**src/include/pcl_defines.vh**
```
// constants for the per-channel link control block
`ifndef PCL_DEFINES_VH
`define PCL_DEFINES_VH

`define PCL_CLK_MHZ 20
`define PCL_LINK_TIMER_US 10000
`define PCL_LINK_TIMER_CYC (`PCL_LINK_TIMER_US * `PCL_CLK_MHZ)
`define PCL_SYNC_COMMAS 3
`define PCL_SYNC_ERRS 4
`define PCL_FIFO_DEPTH 4

`define PCL_ST1_LINK 2
`define PCL_ST1_AN_DONE 5
`define PCL_SV_SYNC 0
`define PCL_SV_LINK 1

`define PCL_ISOLATE_RST 1'b1
`define PCL_MGT_RESET_RST 1'b1

`endif

```
**src/logic/pcl_fifo.v**
```verilog
// small synchronous fifo with valid/ready on both sides
`timescale 1ns/1ns
module pcl_fifo #(
   parameter WIDTH = 10,
   parameter DEPTH = 4,
   parameter AW = 2
) (
   input wire clk,
   input wire rst_b,
   input wire ce,
   input wire in_valid,
   output wire in_ready,
   input wire [WIDTH-1:0] in_data,
   output wire out_valid,
   input wire out_ready,
   output wire [WIDTH-1:0] out_data
);
   reg [WIDTH-1:0] mem_r [0:DEPTH-1];
   reg [AW-1:0] wr_ptr_r;
   reg [AW-1:0] rd_ptr_r;
   reg [AW:0] count_r;
   wire push;
   wire pop;

   assign in_ready = (count_r != DEPTH[AW:0]);
   assign out_valid = (count_r != {(AW+1){1'b0}});
   assign out_data = mem_r[rd_ptr_r];
   assign push = in_valid & in_ready & ce;
   assign pop = out_valid & out_ready & ce;

   always @(posedge clk) begin
      if (push) begin
         mem_r[wr_ptr_r] <= in_data;
      end
   end

   always @(posedge clk) begin
      if (!rst_b) begin
         wr_ptr_r <= {AW{1'b0}};
         rd_ptr_r <= {AW{1'b0}};
         count_r <= {(AW+1){1'b0}};
      end else begin
         if (push) begin
            wr_ptr_r <= (wr_ptr_r == DEPTH[AW-1:0] - 1'b1) ? {AW{1'b0}} : wr_ptr_r + 1'b1;
         end
         if (pop) begin
            rd_ptr_r <= (rd_ptr_r == DEPTH[AW-1:0] - 1'b1) ? {AW{1'b0}} : rd_ptr_r + 1'b1;
         end
         if (push & ~pop) begin
            count_r <= count_r + 1'b1;
         end else if (pop & ~push) begin
            count_r <= count_r - 1'b1;
         end
      end
   end
endmodule

```
**src/logic/pcl_channel_link.v**
```verilog
// per-channel link establishment, isolate, auto-negotiation and status logic
//
// Overview of operation
// - transmit is blocked until link is up, unless the one-way transmit override is set.
// - isolate comes out of reset active; software must clear it before data flows.
// - while isolated, transmit input is ignored and receive outputs stay idle.
// - status register 1 bit 5 shows auto-negotiation complete.
// - a separate interrupt output flags auto-negotiation completion.
// - a bit error during the negotiation exchange restarts negotiation from the start.
// - negotiation completes only if the link partner also negotiates.
// - link status appears in status register 1 bit 2 and status vector bit 1.
// - status vector bit 0 is high once receive synchronization is acquired.
// - signal-present low holds receive synchronization in loss of sync.
// - transceiver resets stay asserted until the transceiver pll reports lock.
// - a line bit error inside a received frame is passed to the mac as receive error.
`timescale 1ns/1ns
`include "pcl_defines.vh"
module pcl_channel_link #(
   parameter LINK_TIMER_CYC = `PCL_LINK_TIMER_CYC,
   parameter TMR_W = 20,
   parameter FIFO_DEPTH = `PCL_FIFO_DEPTH,
   parameter FIFO_AW = 2
) (
   input wire CLOCK,
   input wire RST_B,
   input wire CE,
   input wire PLL_LOCKED,
   output wire MGT_TX_RESET,
   output wire MGT_RX_RESET,
   input wire SIGNAL_DETECT,
   input wire AN_ENABLE,
   input wire AN_RESTART,
   input wire UNIDIR_ENABLE,
   input wire ISOLATE_WE,
   input wire ISOLATE_WDATA,
   input wire AN_INT_ACK,
   output wire [15:0] STATUS_REG1,
   output wire [1:0] STATUS_VECTOR,
   output wire AN_INTERRUPT,
   output wire ISOLATE_STATE,
   input wire RX_COMMA,
   input wire RX_CODE_ERR,
   input wire RX_CONFIG,
   input wire RX_CONFIG_ACK,
   input wire RX_FRAME,
   input wire [7:0] RX_DATA,
   output wire LINE_TX_CONFIG,
   output wire LINE_TX_ACK,
   input wire [7:0] GMII_TXD,
   input wire GMII_TX_EN,
   input wire GMII_TX_ER,
   output wire GMII_TX_READY,
   output wire [7:0] GMII_RXD,
   output wire GMII_RX_DV,
   output wire GMII_RX_ER,
   output wire LINE_TX_VALID,
   input wire LINE_TX_READY,
   output wire [7:0] LINE_TXD,
   output wire LINE_TX_EN,
   output wire LINE_TX_ER
);
   // receive synchronization states
   localparam [2:0] SY_LOSS = 3'b001;
   localparam [2:0] SY_DET = 3'b010;
   localparam [2:0] SY_OK = 3'b100;
   // auto-negotiation states
   localparam [4:0] AN_RST = 5'b00001;
   localparam [4:0] AN_ABIL = 5'b00010;
   localparam [4:0] AN_ACKD = 5'b00100;
   localparam [4:0] AN_CMPL = 5'b01000;
   localparam [4:0] AN_LINK = 5'b10000;
   localparam [TMR_W-1:0] TMR_END = LINK_TIMER_CYC[TMR_W-1:0] - 1'b1;
   localparam integer COMMAS_N = `PCL_SYNC_COMMAS - 1;
   localparam integer ERRS_N = `PCL_SYNC_ERRS - 1;
   localparam [1:0] COMMAS_END = COMMAS_N[1:0];
   localparam [2:0] ERRS_END = ERRS_N[2:0];

   reg mgt_reset_r;
   reg isolate_r;
   reg isolate_nxt;
   reg [2:0] sy_state_r;
   reg [2:0] sy_state_nxt;
   reg [1:0] comma_cnt_r;
   reg [1:0] comma_cnt_nxt;
   reg [2:0] err_cnt_r;
   reg [2:0] err_cnt_nxt;
   reg [4:0] an_state_r;
   reg [4:0] an_state_nxt;
   reg [TMR_W-1:0] tmr_r;
   reg [TMR_W-1:0] tmr_nxt;
   reg an_int_r;
   reg an_done_d_r;
   reg [7:0] rxd_r;
   reg rx_dv_r;
   reg rx_er_r;
   wire sync_ok;
   wire an_done;
   wire link_up;
   wire tx_allow;
   wire tx_write;
   wire fifo_in_ready;
   wire [9:0] fifo_out;
   wire tmr_done;
   wire an_exchange;

   // transceiver reset held until the pll locks
   always @(posedge CLOCK) begin
      if (!RST_B) begin
         mgt_reset_r <= `PCL_MGT_RESET_RST;
      end else if (CE) begin
         mgt_reset_r <= ~PLL_LOCKED;
      end
   end
   assign MGT_TX_RESET = mgt_reset_r;
   assign MGT_RX_RESET = mgt_reset_r;

   // isolate control: active from reset, written by software
   always @* begin
      isolate_nxt = isolate_r;
      if (ISOLATE_WE) begin
         isolate_nxt = ISOLATE_WDATA;
      end
   end

   always @(posedge CLOCK) begin
      if (!RST_B) begin
         isolate_r <= `PCL_ISOLATE_RST;
      end else if (CE) begin
         isolate_r <= isolate_nxt;
      end
   end
   assign ISOLATE_STATE = isolate_r;

   // receive synchronization
   always @* begin
      sy_state_nxt = sy_state_r;
      comma_cnt_nxt = comma_cnt_r;
      err_cnt_nxt = err_cnt_r;
      case (sy_state_r)
         SY_LOSS: begin
            comma_cnt_nxt = 2'h0;
            err_cnt_nxt = 3'h0;
            if (RX_COMMA & ~RX_CODE_ERR) begin
               sy_state_nxt = SY_DET;
            end
         end
         SY_DET: begin
            if (RX_CODE_ERR) begin
               sy_state_nxt = SY_LOSS;
            end else if (RX_COMMA) begin
               if (comma_cnt_r == COMMAS_END - 2'h1) begin
                  sy_state_nxt = SY_OK;
                  comma_cnt_nxt = 2'h0;
               end else begin
                  comma_cnt_nxt = comma_cnt_r + 2'h1;
               end
            end
         end
         SY_OK: begin
            if (RX_CODE_ERR) begin
               if (err_cnt_r == ERRS_END) begin
                  sy_state_nxt = SY_LOSS;
               end else begin
                  err_cnt_nxt = err_cnt_r + 3'h1;
               end
            end else if (RX_COMMA) begin
               err_cnt_nxt = 3'h0;
            end
         end
         default: begin
            sy_state_nxt = SY_LOSS;
         end
      endcase
      if (!SIGNAL_DETECT || mgt_reset_r) begin
         sy_state_nxt = SY_LOSS;
      end
   end

   always @(posedge CLOCK) begin
      if (!RST_B) begin
         sy_state_r <= SY_LOSS;
         comma_cnt_r <= 2'h0;
         err_cnt_r <= 3'h0;
      end else if (CE) begin
         sy_state_r <= sy_state_nxt;
         comma_cnt_r <= comma_cnt_nxt;
         err_cnt_r <= err_cnt_nxt;
      end
   end
   assign sync_ok = (sy_state_r == SY_OK);

   // auto-negotiation exchange, timed by the link timer
   assign tmr_done = (tmr_r == TMR_END);
   assign an_exchange = (an_state_r != AN_LINK);

   always @* begin
      an_state_nxt = an_state_r;
      tmr_nxt = tmr_done ? tmr_r : tmr_r + {{(TMR_W-1){1'b0}}, 1'b1};
      case (an_state_r)
         AN_RST: begin
            if (tmr_done) begin
               an_state_nxt = AN_ABIL;
               tmr_nxt = {TMR_W{1'b0}};
            end
         end
         AN_ABIL: begin
            // only a partner that negotiates sends config sets
            if (RX_CONFIG) begin
               an_state_nxt = AN_ACKD;
            end
         end
         AN_ACKD: begin
            if (!RX_CONFIG) begin
               an_state_nxt = AN_ABIL;
            end else if (RX_CONFIG_ACK) begin
               an_state_nxt = AN_CMPL;
               tmr_nxt = {TMR_W{1'b0}};
            end
         end
         AN_CMPL: begin
            if (!RX_CONFIG_ACK) begin
               an_state_nxt = AN_RST;
               tmr_nxt = {TMR_W{1'b0}};
            end else if (tmr_done) begin
               an_state_nxt = AN_LINK;
            end
         end
         AN_LINK: begin
            if (!sync_ok) begin
               an_state_nxt = AN_RST;
               tmr_nxt = {TMR_W{1'b0}};
            end
         end
         default: begin
            an_state_nxt = AN_RST;
            tmr_nxt = {TMR_W{1'b0}};
         end
      endcase
      if (an_exchange && RX_CODE_ERR) begin
         an_state_nxt = AN_RST;
         tmr_nxt = {TMR_W{1'b0}};
      end
      if (AN_RESTART || !AN_ENABLE || !sync_ok) begin
         an_state_nxt = AN_RST;
         tmr_nxt = {TMR_W{1'b0}};
      end
   end

   always @(posedge CLOCK) begin
      if (!RST_B) begin
         an_state_r <= AN_RST;
         tmr_r <= {TMR_W{1'b0}};
      end else if (CE) begin
         an_state_r <= an_state_nxt;
         tmr_r <= tmr_nxt;
      end
   end

   // completion drops in the same cycle as sync, so it never outlives the link
   assign an_done = AN_ENABLE & sync_ok & (an_state_r == AN_LINK);
   assign LINE_TX_CONFIG = AN_ENABLE & an_exchange;
   assign LINE_TX_ACK = AN_ENABLE & ((an_state_r == AN_ACKD) | (an_state_r == AN_CMPL));

   // completion interrupt: sticky, set wins over acknowledge
   always @(posedge CLOCK) begin
      if (!RST_B) begin
         an_int_r <= 1'b0;
         an_done_d_r <= 1'b0;
      end else if (CE) begin
         an_done_d_r <= an_done;
         if (an_done & ~an_done_d_r) begin
            an_int_r <= 1'b1;
         end else if (AN_INT_ACK) begin
            an_int_r <= 1'b0;
         end
      end
   end
   assign AN_INTERRUPT = an_int_r;

   // link status; with negotiation off, sync alone makes the link
   assign link_up = sync_ok & (an_done | ~AN_ENABLE);
   assign STATUS_VECTOR[`PCL_SV_SYNC] = sync_ok;
   assign STATUS_VECTOR[`PCL_SV_LINK] = link_up;

   genvar gi;
   generate
      for (gi = 0; gi < 16; gi = gi + 1) begin : g_st1
         if (gi == `PCL_ST1_LINK) begin : g_link
            assign STATUS_REG1[gi] = link_up;
         end else if (gi == `PCL_ST1_AN_DONE) begin : g_an
            assign STATUS_REG1[gi] = an_done;
         end else begin : g_zero
            assign STATUS_REG1[gi] = 1'b0;
         end
      end
   endgenerate

   // transmit path gated by link, override and isolate
   assign tx_allow = (link_up | UNIDIR_ENABLE) & ~isolate_r;
   assign tx_write = tx_allow & (GMII_TX_EN | GMII_TX_ER);
   assign GMII_TX_READY = fifo_in_ready & tx_allow;

   pcl_fifo #(
      .WIDTH(10),
      .DEPTH(FIFO_DEPTH),
      .AW(FIFO_AW)
   ) u_tx_fifo (
      .clk(CLOCK),
      .rst_b(RST_B),
      .ce(CE),
      .in_valid(tx_write),
      .in_ready(fifo_in_ready),
      .in_data({GMII_TX_ER, GMII_TX_EN, GMII_TXD}),
      .out_valid(LINE_TX_VALID),
      .out_ready(LINE_TX_READY),
      .out_data(fifo_out)
   );
   assign LINE_TXD = fifo_out[7:0];
   assign LINE_TX_EN = fifo_out[8];
   assign LINE_TX_ER = fifo_out[9];

   // receive path toward the mac
   always @(posedge CLOCK) begin
      if (!RST_B) begin
         rxd_r <= 8'h00;
         rx_dv_r <= 1'b0;
         rx_er_r <= 1'b0;
      end else if (CE) begin
         if (isolate_r || !sync_ok) begin
            rxd_r <= 8'h00;
            rx_dv_r <= 1'b0;
            rx_er_r <= 1'b0;
         end else begin
            rxd_r <= RX_FRAME ? RX_DATA : 8'h00;
            rx_dv_r <= RX_FRAME;
            rx_er_r <= RX_FRAME & RX_CODE_ERR;
         end
      end
   end
   assign GMII_RXD = rxd_r;
   assign GMII_RX_DV = rx_dv_r;
   assign GMII_RX_ER = rx_er_r;
endmodule

```
**config.mk**
```make
export PLATFORM = sky130hd
export DESIGN_NAME = pcl_channel_link
export DESIGN_NICKNAME = d
export VERILOG_FILES = /design/src/logic/pcl_fifo.v /design/src/logic/pcl_channel_link.v
export VERILOG_INCLUDE_DIRS = /design/src /design/src/include
export SDC_FILE = /design/constraint.sdc
export NUM_CORES = 1
export LEC_CHECK = 0
export BUFFER_PORTS_ARGS = -buffer_cell sky130_fd_sc_hd__buf_2
export CAP_MARGIN = 25
export CORE_MARGIN = 1
export CORE_UTILIZATION = 39
export CTS_CLUSTER_DIAMETER = 150
export CTS_CLUSTER_SIZE = 30
export DETAILED_ROUTE_END_ITERATION = 6
export SLEW_MARGIN = 10
export SYNTH_ARGS = -nofsm -noshare
export SYNTH_HDL_FRONTEND = slang
export SYNTH_SLANG_ARGS = --single-unit
```
**constraint.sdc**
```tcl
create_clock -name CLOCK -period 3.63 [get_ports CLOCK]
set_clock_uncertainty 0.2 [all_clocks]
set_input_delay 0.363 -clock CLOCK [delete_from_list [all_inputs] [get_ports CLOCK]]
set_output_delay 0.363 -clock CLOCK [all_outputs]
set_load 0.02 [all_outputs]
```
== Word level (Yosys, flattened, before mapping) ==
Memories as Yosys holds them, arrays and structs flattened. A register that Yosys moved wholly into a read port is not among the register bits.
Index checks and enable logic that the tools add are counted.

* Equal/unequal tests: 29
* Add/sub/neg operators: 7
* Bitwise operators: 28
* Muxes and demuxes: 49
* Reduce and logical (&&, ||, !) cells: 19

{| class="wikitable"
|+ Operator list
! kind !! number
|-
| $mux 20 || 8
|-
| $pmux 20 s5 || 1
|-
| $mux 5 || 9
|-
| $mux 3 || 12
|-
| $pmux 5 s5 || 1
|-
| $add 20x1->20 const B || 1
|-
| $eq 20x18->1 const B || 1
|-
| $ne 4x4->1 const B || 5
|-
| $and 1x1->1 || 17
|-
| $mux 8 || 2
|-
| $ne 5x5->1 const B || 3
|-
| $mux 2 || 7
|-
| $ne 3x3->1 const B || 4
|-
| $reduce_and 6->1 || 2
|-
| $pmux 3 s3 || 1
|-
| $reduce_and 4->1 || 2
|-
| $reduce_bool 2->1 || 4
|-
| $not 1->1 || 7
|-
| $add 2x1->2 const B || 3
|-
| $add 3x1->3 const B || 2
|-
| $eq 3x2->1 const B || 2
|-
| $mux 1 || 6
|-
| $pmux 3 s2 || 1
|-
| $eq 5x1->1 const B || 1
|-
| other kinds (19) || 30
|}

* Input port bits: 35
* Memories kept: 1
* Flip-flop bits (word level): 54
* Memory bits (writable): 40
* Word-level logic and storage cells: 148

{| class="wikitable"
|+ Memories
! name !! words !! width !! rd ports !! clocked after memory_dff !! wr ports !! line !! RTL
|-
| u_tx_fifo.mem_r || 4 || 10 || 1 || 1 || 1 || pcl_fifo.v:18 || <nowiki>reg [WIDTH-1:0] mem_r [0:DEPTH-1];</nowiki>
|}

== Logic depth before layout (Yosys ltp) ==
* Depth after elaboration: 14
* Depth in mapped cells: 11

== By module ==
A second synthesis with hierarchy kept.

* Cell total of the unflattened synthesis: 460
* Area, all modules: 4,805.9 um2

{| class="wikitable"
|+ By module, submodules not included
! module !! times used !! cells each !! seq. area each (um2) !! area each (um2)
|-
| pcl_channel_link || 1 || 357 || 940.9 || 2,890.3
|-
| pcl_fifo || 1 || 103 || 1,381.3 || 1,915.6
|}

== Worst setup path before layout ==
Ideal clock, no wire load.

* Path kind: register to register
* Start: register an_state_r[1]
* End: register u_tx_fifo.count_r[2]
* Setup time: 71 ps
* Required time: 3,359 ps
* Arrival time: 2,813 ps
* Cell stages (with the launch flop): 12
* Path buffers: 1
* Clock period less this slack: 3,083 ps
* Setup slack: 547 ps
* Cell sequence: dfxtp_1 buf_4 or3_1 o21ai_0 a21oi_1 a2111oi_4 ha_1 inv_1 fa_1 xor2_1 or3_1 a21oi_1

* Cells in the longest elaborated chain, start to end: 12

{| class="wikitable"
|+ RTL lines
! what !! line !! RTL
|-
| start, declared || pcl_channel_link.v:87 || <nowiki>reg [4:0] an_state_r;</nowiki>
|-
| start signal, assigned || pcl_channel_link.v:254 || <nowiki>an_state_r <= an_state_nxt;</nowiki>
|-
| $eq 5x5->1 * || pcl_channel_link.v:260 || <nowiki>assign an_done = AN_ENABLE & sync_ok & (an_state_r == AN_LINK);</nowiki>
|-
| $and 1x1->1 * || pcl_channel_link.v:260 ||
|-
| $or 1x1->1 * || pcl_channel_link.v:281 || <nowiki>assign link_up = sync_ok & (an_done | ~AN_ENABLE);</nowiki>
|-
| $and 1x1->1 * || pcl_channel_link.v:281 ||
|-
| $or 1x1->1 * || pcl_channel_link.v:299 || <nowiki>assign tx_allow = (link_up | UNIDIR_ENABLE) & ~isolate_r;</nowiki>
|-
| $and 1x1->1 * || pcl_channel_link.v:299 ||
|-
| $and 1x1->1 * || pcl_channel_link.v:300 || <nowiki>assign tx_write = tx_allow & (GMII_TX_EN | GMII_TX_ER);</nowiki>
|-
| $and 1x1->1 * (2 in a row) || pcl_fifo.v:28 || <nowiki>assign push = in_valid & in_ready & ce;</nowiki>
|-
| named net u_tx_fifo.push || pcl_fifo.v:22 || <nowiki>wire push;</nowiki>
|-
| $not 1->1 || pcl_fifo.v:51 || <nowiki>end else if (pop & ~push) begin</nowiki>
|-
| $and 1x1->1 || pcl_fifo.v:51 ||
|-
| $reduce_bool 2->1 (no line) || -- ||
|-
| end signal, assigned || pcl_fifo.v:41 || <nowiki>count_r <= {(AW+1){1'b0}};</nowiki>
|-
| end signal, assigned || pcl_fifo.v:50 || <nowiki>count_r <= count_r + 1'b1;</nowiki>
|-
| end signal, assigned || pcl_fifo.v:52 || <nowiki>count_r <= count_r - 1'b1;</nowiki>
|-
| end, declared || pcl_fifo.v:21 || <nowiki>reg [AW:0] count_r;</nowiki>
|}

Mark *: on every way through the listed nets, which the timed path passes. The rest lies on a longest branch.
A chain may end at the register's enable or synchronous reset.

== Final worst setup path ==
Ends and elaborated chain as after synthesis.

==> impl_metrics.env <==
export IMPL_worst_margin_slew_ns=0.737
export IMPL_globalRouteTotalUtil_pct=16.3
export IMPL_failed_checks="design-rule violations"
export IMPL_numCtsBuffers=9
export IMPL_cts_root_buffer_cell="sky130_fd_sc_hd__clkbuf_16"
export IMPL_clock_latency_ns=0.35
export IMPL_power_per_standard_cell_area_nw_per_um2=415
export IMPL_synthCells=441
export IMPL_ffs_w_async_s_r_synth_pct=0
export IMPL_worstPathCellList="or3_1, o21ai_0, a21oi_1, a2111oi_4, ha_1, inv_1, fa_1, xor2_1, or3_1, a21oi_1"
export IMPL_routed_via_count=3427
export IMPL_detailedPlacementHpwl_um=6890
export IMPL_antenna_violations_before_repair=0
export IMPL_maxSlewViolCount=0
export IMPL_tritoncts_num_sinks=96
export IMPL_number_of_failing_hold_endpoints_at_the_final_stage=0
export IMPL_setup_total_negative_slack_ns=0
export IMPL_final_cell_count_no_fill=647
export IMPL_final_nets=545
export IMPL_drtPass1Iterations=7
export IMPL_cts_repair_resizes=0
export IMPL_cts_tree="done"
export IMPL_antenna_left=0
export IMPL_hold_path_class="input port to register"
export IMPL_critical_path_required_ns=3.71
export IMPL_ys_seq_elements=96
export IMPL_ys_dominant_reg_cell="sky130_fd_sc_hd__dfxtp_1"
export IMPL_post_place_cells=631
export IMPL_fp_dieArea_um2=12400
export IMPL_first_global_vias=3143
export IMPL_synth_most_common_cell="sky130_fd_sc_hd__dfxtp_1"
export IMPL_area_share_of_the_largest_cell_type_after_synthesis_pct=25.8
export IMPL_timing_max_cap_violations=0
export IMPL_startpoint_type="register"
export IMPL_wire_length_of_the_first_global_routing_pass_um=15800
export IMPL_worst_ep_arrival_time_ns=3.29
export IMPL_cts_hold_fix_buffers=0
export IMPL_placeableCoreArea_um2=11500
export IMPL_layout_drive_gt1_share_pct=21.0
export IMPL_synth_area_leader_cell="sky130_fd_sc_hd__edfxtp_1"
export IMPL_die_width_um=111
export IMPL_drt_drc_violations_left=12
export IMPL_end_kind="register"
export IMPL_clk_path_buf_depth=2
export IMPL_period_minus_slack_ns=3.21
export IMPL_maximum_fanout_encountered_on_the_critical_timing_path=9
export IMPL_routed_wl_um=9510
export IMPL_initial_utilization_pct=40.4
export IMPL_count_of_input_and_output_buffers=66
export IMPL_area_occupied_by_multi_input_gates_um2=2100
export IMPL_leading_post_synthesis_cells_by_cell_area="sky130_fd_sc_hd__edfxtp_1, sky130_fd_sc_hd__dfxtp_1, sky130_fd_sc_hd__mux4_2"
export IMPL_yosys_warnings=0
export IMPL_die_height_um=111
export IMPL_power_leakage_uw=0.00207
export IMPL_io_pin_count=81
export IMPL_post_synth_cell_area_avg_um2=10.6
export IMPL_status="finished, violations left"
export IMPL_h_tree_levels=3
export IMPL_synth_commonest_cells="sky130_fd_sc_hd__dfxtp_1, sky130_fd_sc_hd__edfxtp_1, sky130_fd_sc_hd__nor2_1"
export IMPL_total_gr_overflow=0
export IMPL_area_growth_pct=13.7
export IMPL_final_hold_worst_slack_ns=0.0290
export IMPL_post_cts_buffers=0
export IMPL_vdd_ir_drop_max_v=0.000185
export IMPL_critical_path_max_stage_delay_ns=0.44
export IMPL_critical_path_slowest_cell="sky130_fd_sc_hd__or3_1"
export IMPL_synth_cell_types=61
export IMPL_timing_fmax_mhz=311
export IMPL_syn_area_um2=4650
export IMPL_ys_seq_area_share_pct=49.9
export IMPL_worst_slew_margin_pct=50.7
export IMPL_finalSetupViolCount=0
export IMPL_clk_pin_slew_worst_paths_ns=0.07
export IMPL_drt_initial_drc_count=210
export IMPL_number_of_antenna_diodes=0
export IMPL_place_gp_congestion=0.888
export IMPL_row_count=39
export IMPL_fin_crit_sh_pct=88.5
export IMPL_vias_per_cell=5.30
export IMPL_setup_repair_after_global_routing_missed_its_margin="false"
export IMPL_routed_wire_length_per_instance_um=14.7
export IMPL_count_of_flip_flops_with_a_built_in_enable_after_synthesis=40
export IMPL_timing_worst_setup_path_type="register to register"
export IMPL_grt_max_degree=31
export IMPL_seqCellArea_um2=2320
export IMPL_filler_cell_count=1089
==> power breakdown <==
group / total (µW) / switching (µW) / internal [µW]
Clock: 891 / 418 / 473
Combinational: 157 / 99.3 / 57.2
Sequential: 1150 / 14.9 / 1130
==> placed cells by master, fill, tap and decap left out, types with 4 or more instances in the layout <==
master	n
sky130_fd_sc_hd__buf_2	66
sky130_fd_sc_hd__dfxtp_1	56
sky130_fd_sc_hd__nor2_1	40
sky130_fd_sc_hd__edfxtp_1	40
sky130_fd_sc_hd__nand2_1	38
sky130_fd_sc_hd__o21ai_0	29
sky130_fd_sc_hd__a21oi_1	15
sky130_fd_sc_hd__nand3_1	15
sky130_fd_sc_hd__conb_1	14
sky130_fd_sc_hd__inv_1	12
sky130_fd_sc_hd__a22oi_1	12
sky130_fd_sc_hd__and3_1	11
sky130_fd_sc_hd__mux4_2	10
sky130_fd_sc_hd__ha_1	10
sky130_fd_sc_hd__nor3_1	9
sky130_fd_sc_hd__clkbuf_16	9
sky130_fd_sc_hd__and2_1	8
sky130_fd_sc_hd__mux2i_1	8
sky130_fd_sc_hd__nor3b_1	7
sky130_fd_sc_hd__xor2_1	6
sky130_fd_sc_hd__nand4_1	6
sky130_fd_sc_hd__a21o_1	6
sky130_fd_sc_hd__or3_1	5
sky130_fd_sc_hd__nand2b_1	4
sky130_fd_sc_hd__o31ai_1	4
sky130_fd_sc_hd__or4_1	4
sky130_fd_sc_hd__a31oi_1	4
sky130_fd_sc_hd__buf_4	4
==> routing by layer <==
| layer | up-vias | GRT usage (%) | part of all wire [%] |
|---|---|---|---|
| li1 | 1716 | - | - |
| met1 | 1623 | 21.1 | 48 |
| met2 | 75 | 26.2 | 47 |
| met3 | 13 | 4.32 | 3.7 |
| met4 | 0 | 5.86 | 1.4 |
| met5 | - | 0 | 0 |
==> worst max-delay path: cells and delay by family, from the launching register on <==
kind / cells / cell delay (ns)
adder cells (fa/ha/maj): 2 / 0.61
AO/OA/AOI/OAI: 4 / 0.94
XOR/XNOR: 1 / 0.17
AND/OR/NAND/NOR: 2 / 0.75
flip-flops: 1 / 0.40
buffers and inverters: 1 / 0.06
==> kinds of logic after synthesis <==
logic type | synth area share [%]
fa+ha+maj | 3.12
buf+inv | 6.05
mux | 6.56
xor+xnor | 1.69
other cells | 0.0806
flops | 49.9
compound gates | 14.4
simple gates | 18.2
==> metrics by stage <==
step	total power, µW	area [µm²]	util, %	worst slack, ns
finish	2190	5290	46.0	0.418
CTS	2230	5290	46.0	0.416
global placement	1320	5010	43.5	0.548
floorplan	1280	4700	-	0.547
detailed placement	1330	5010	43.5	0.455
global route	2290	5290	46.0	0.260
==> registers in the layout, indices dropped and copies added (netlist names), named ones only <==
signal / flops
err_cnt_r: 3
GMII_RX_DV: 1
MGT_RX_RESET: 1
GMII_RX_ER: 1
u_tx_fifo.rd_ptr_r: 2
u_tx_fifo.wr_ptr_r: 2
an_done_d_r: 1
u_tx_fifo.count_r: 3
GMII_RXD: 8
tmr_r: 20
ISOLATE_STATE: 1
sy_state_r: 3
u_tx_fifo.mem_r: 40
an_state_r: 5
comma_cnt_r: 2
AN_INTERRUPT: 1
==> final timing paths <==
| path | to | slack [ns] | from | depth (start not counted) |
|---|---|---|---|---|
| setup / recovery | u_tx_fifo.count_r[2] | 0.42 | an_state_r[1] | 10 |
| hold reg to reg | comma_cnt_r[1] | 0.26 | comma_cnt_r[1] | 1 |
| setup reg to reg | u_tx_fifo.count_r[2] | 0.42 | an_state_r[1] | 10 |
| hold / removal | u_tx_fifo.mem_r[3][7] | 0.03 | GMII_TXD[7] | 1 |
==> cell type report <==
| class | instances | share of cell area (%) |
|---|---|---|
| Clock inverter | 7 | 1.02 |
| Sequential cell | 96 | 43.9 |
| Multi-Input combinational cell | 308 | 39.6 |
| Inverter | 14 | 1.02 |
| Tap cell | 143 | 3.38 |
| Clock buffer | 9 | 4.26 |
| Timing Repair Buffer | 70 | 6.81 |
(Power assumes the default switching activity.)
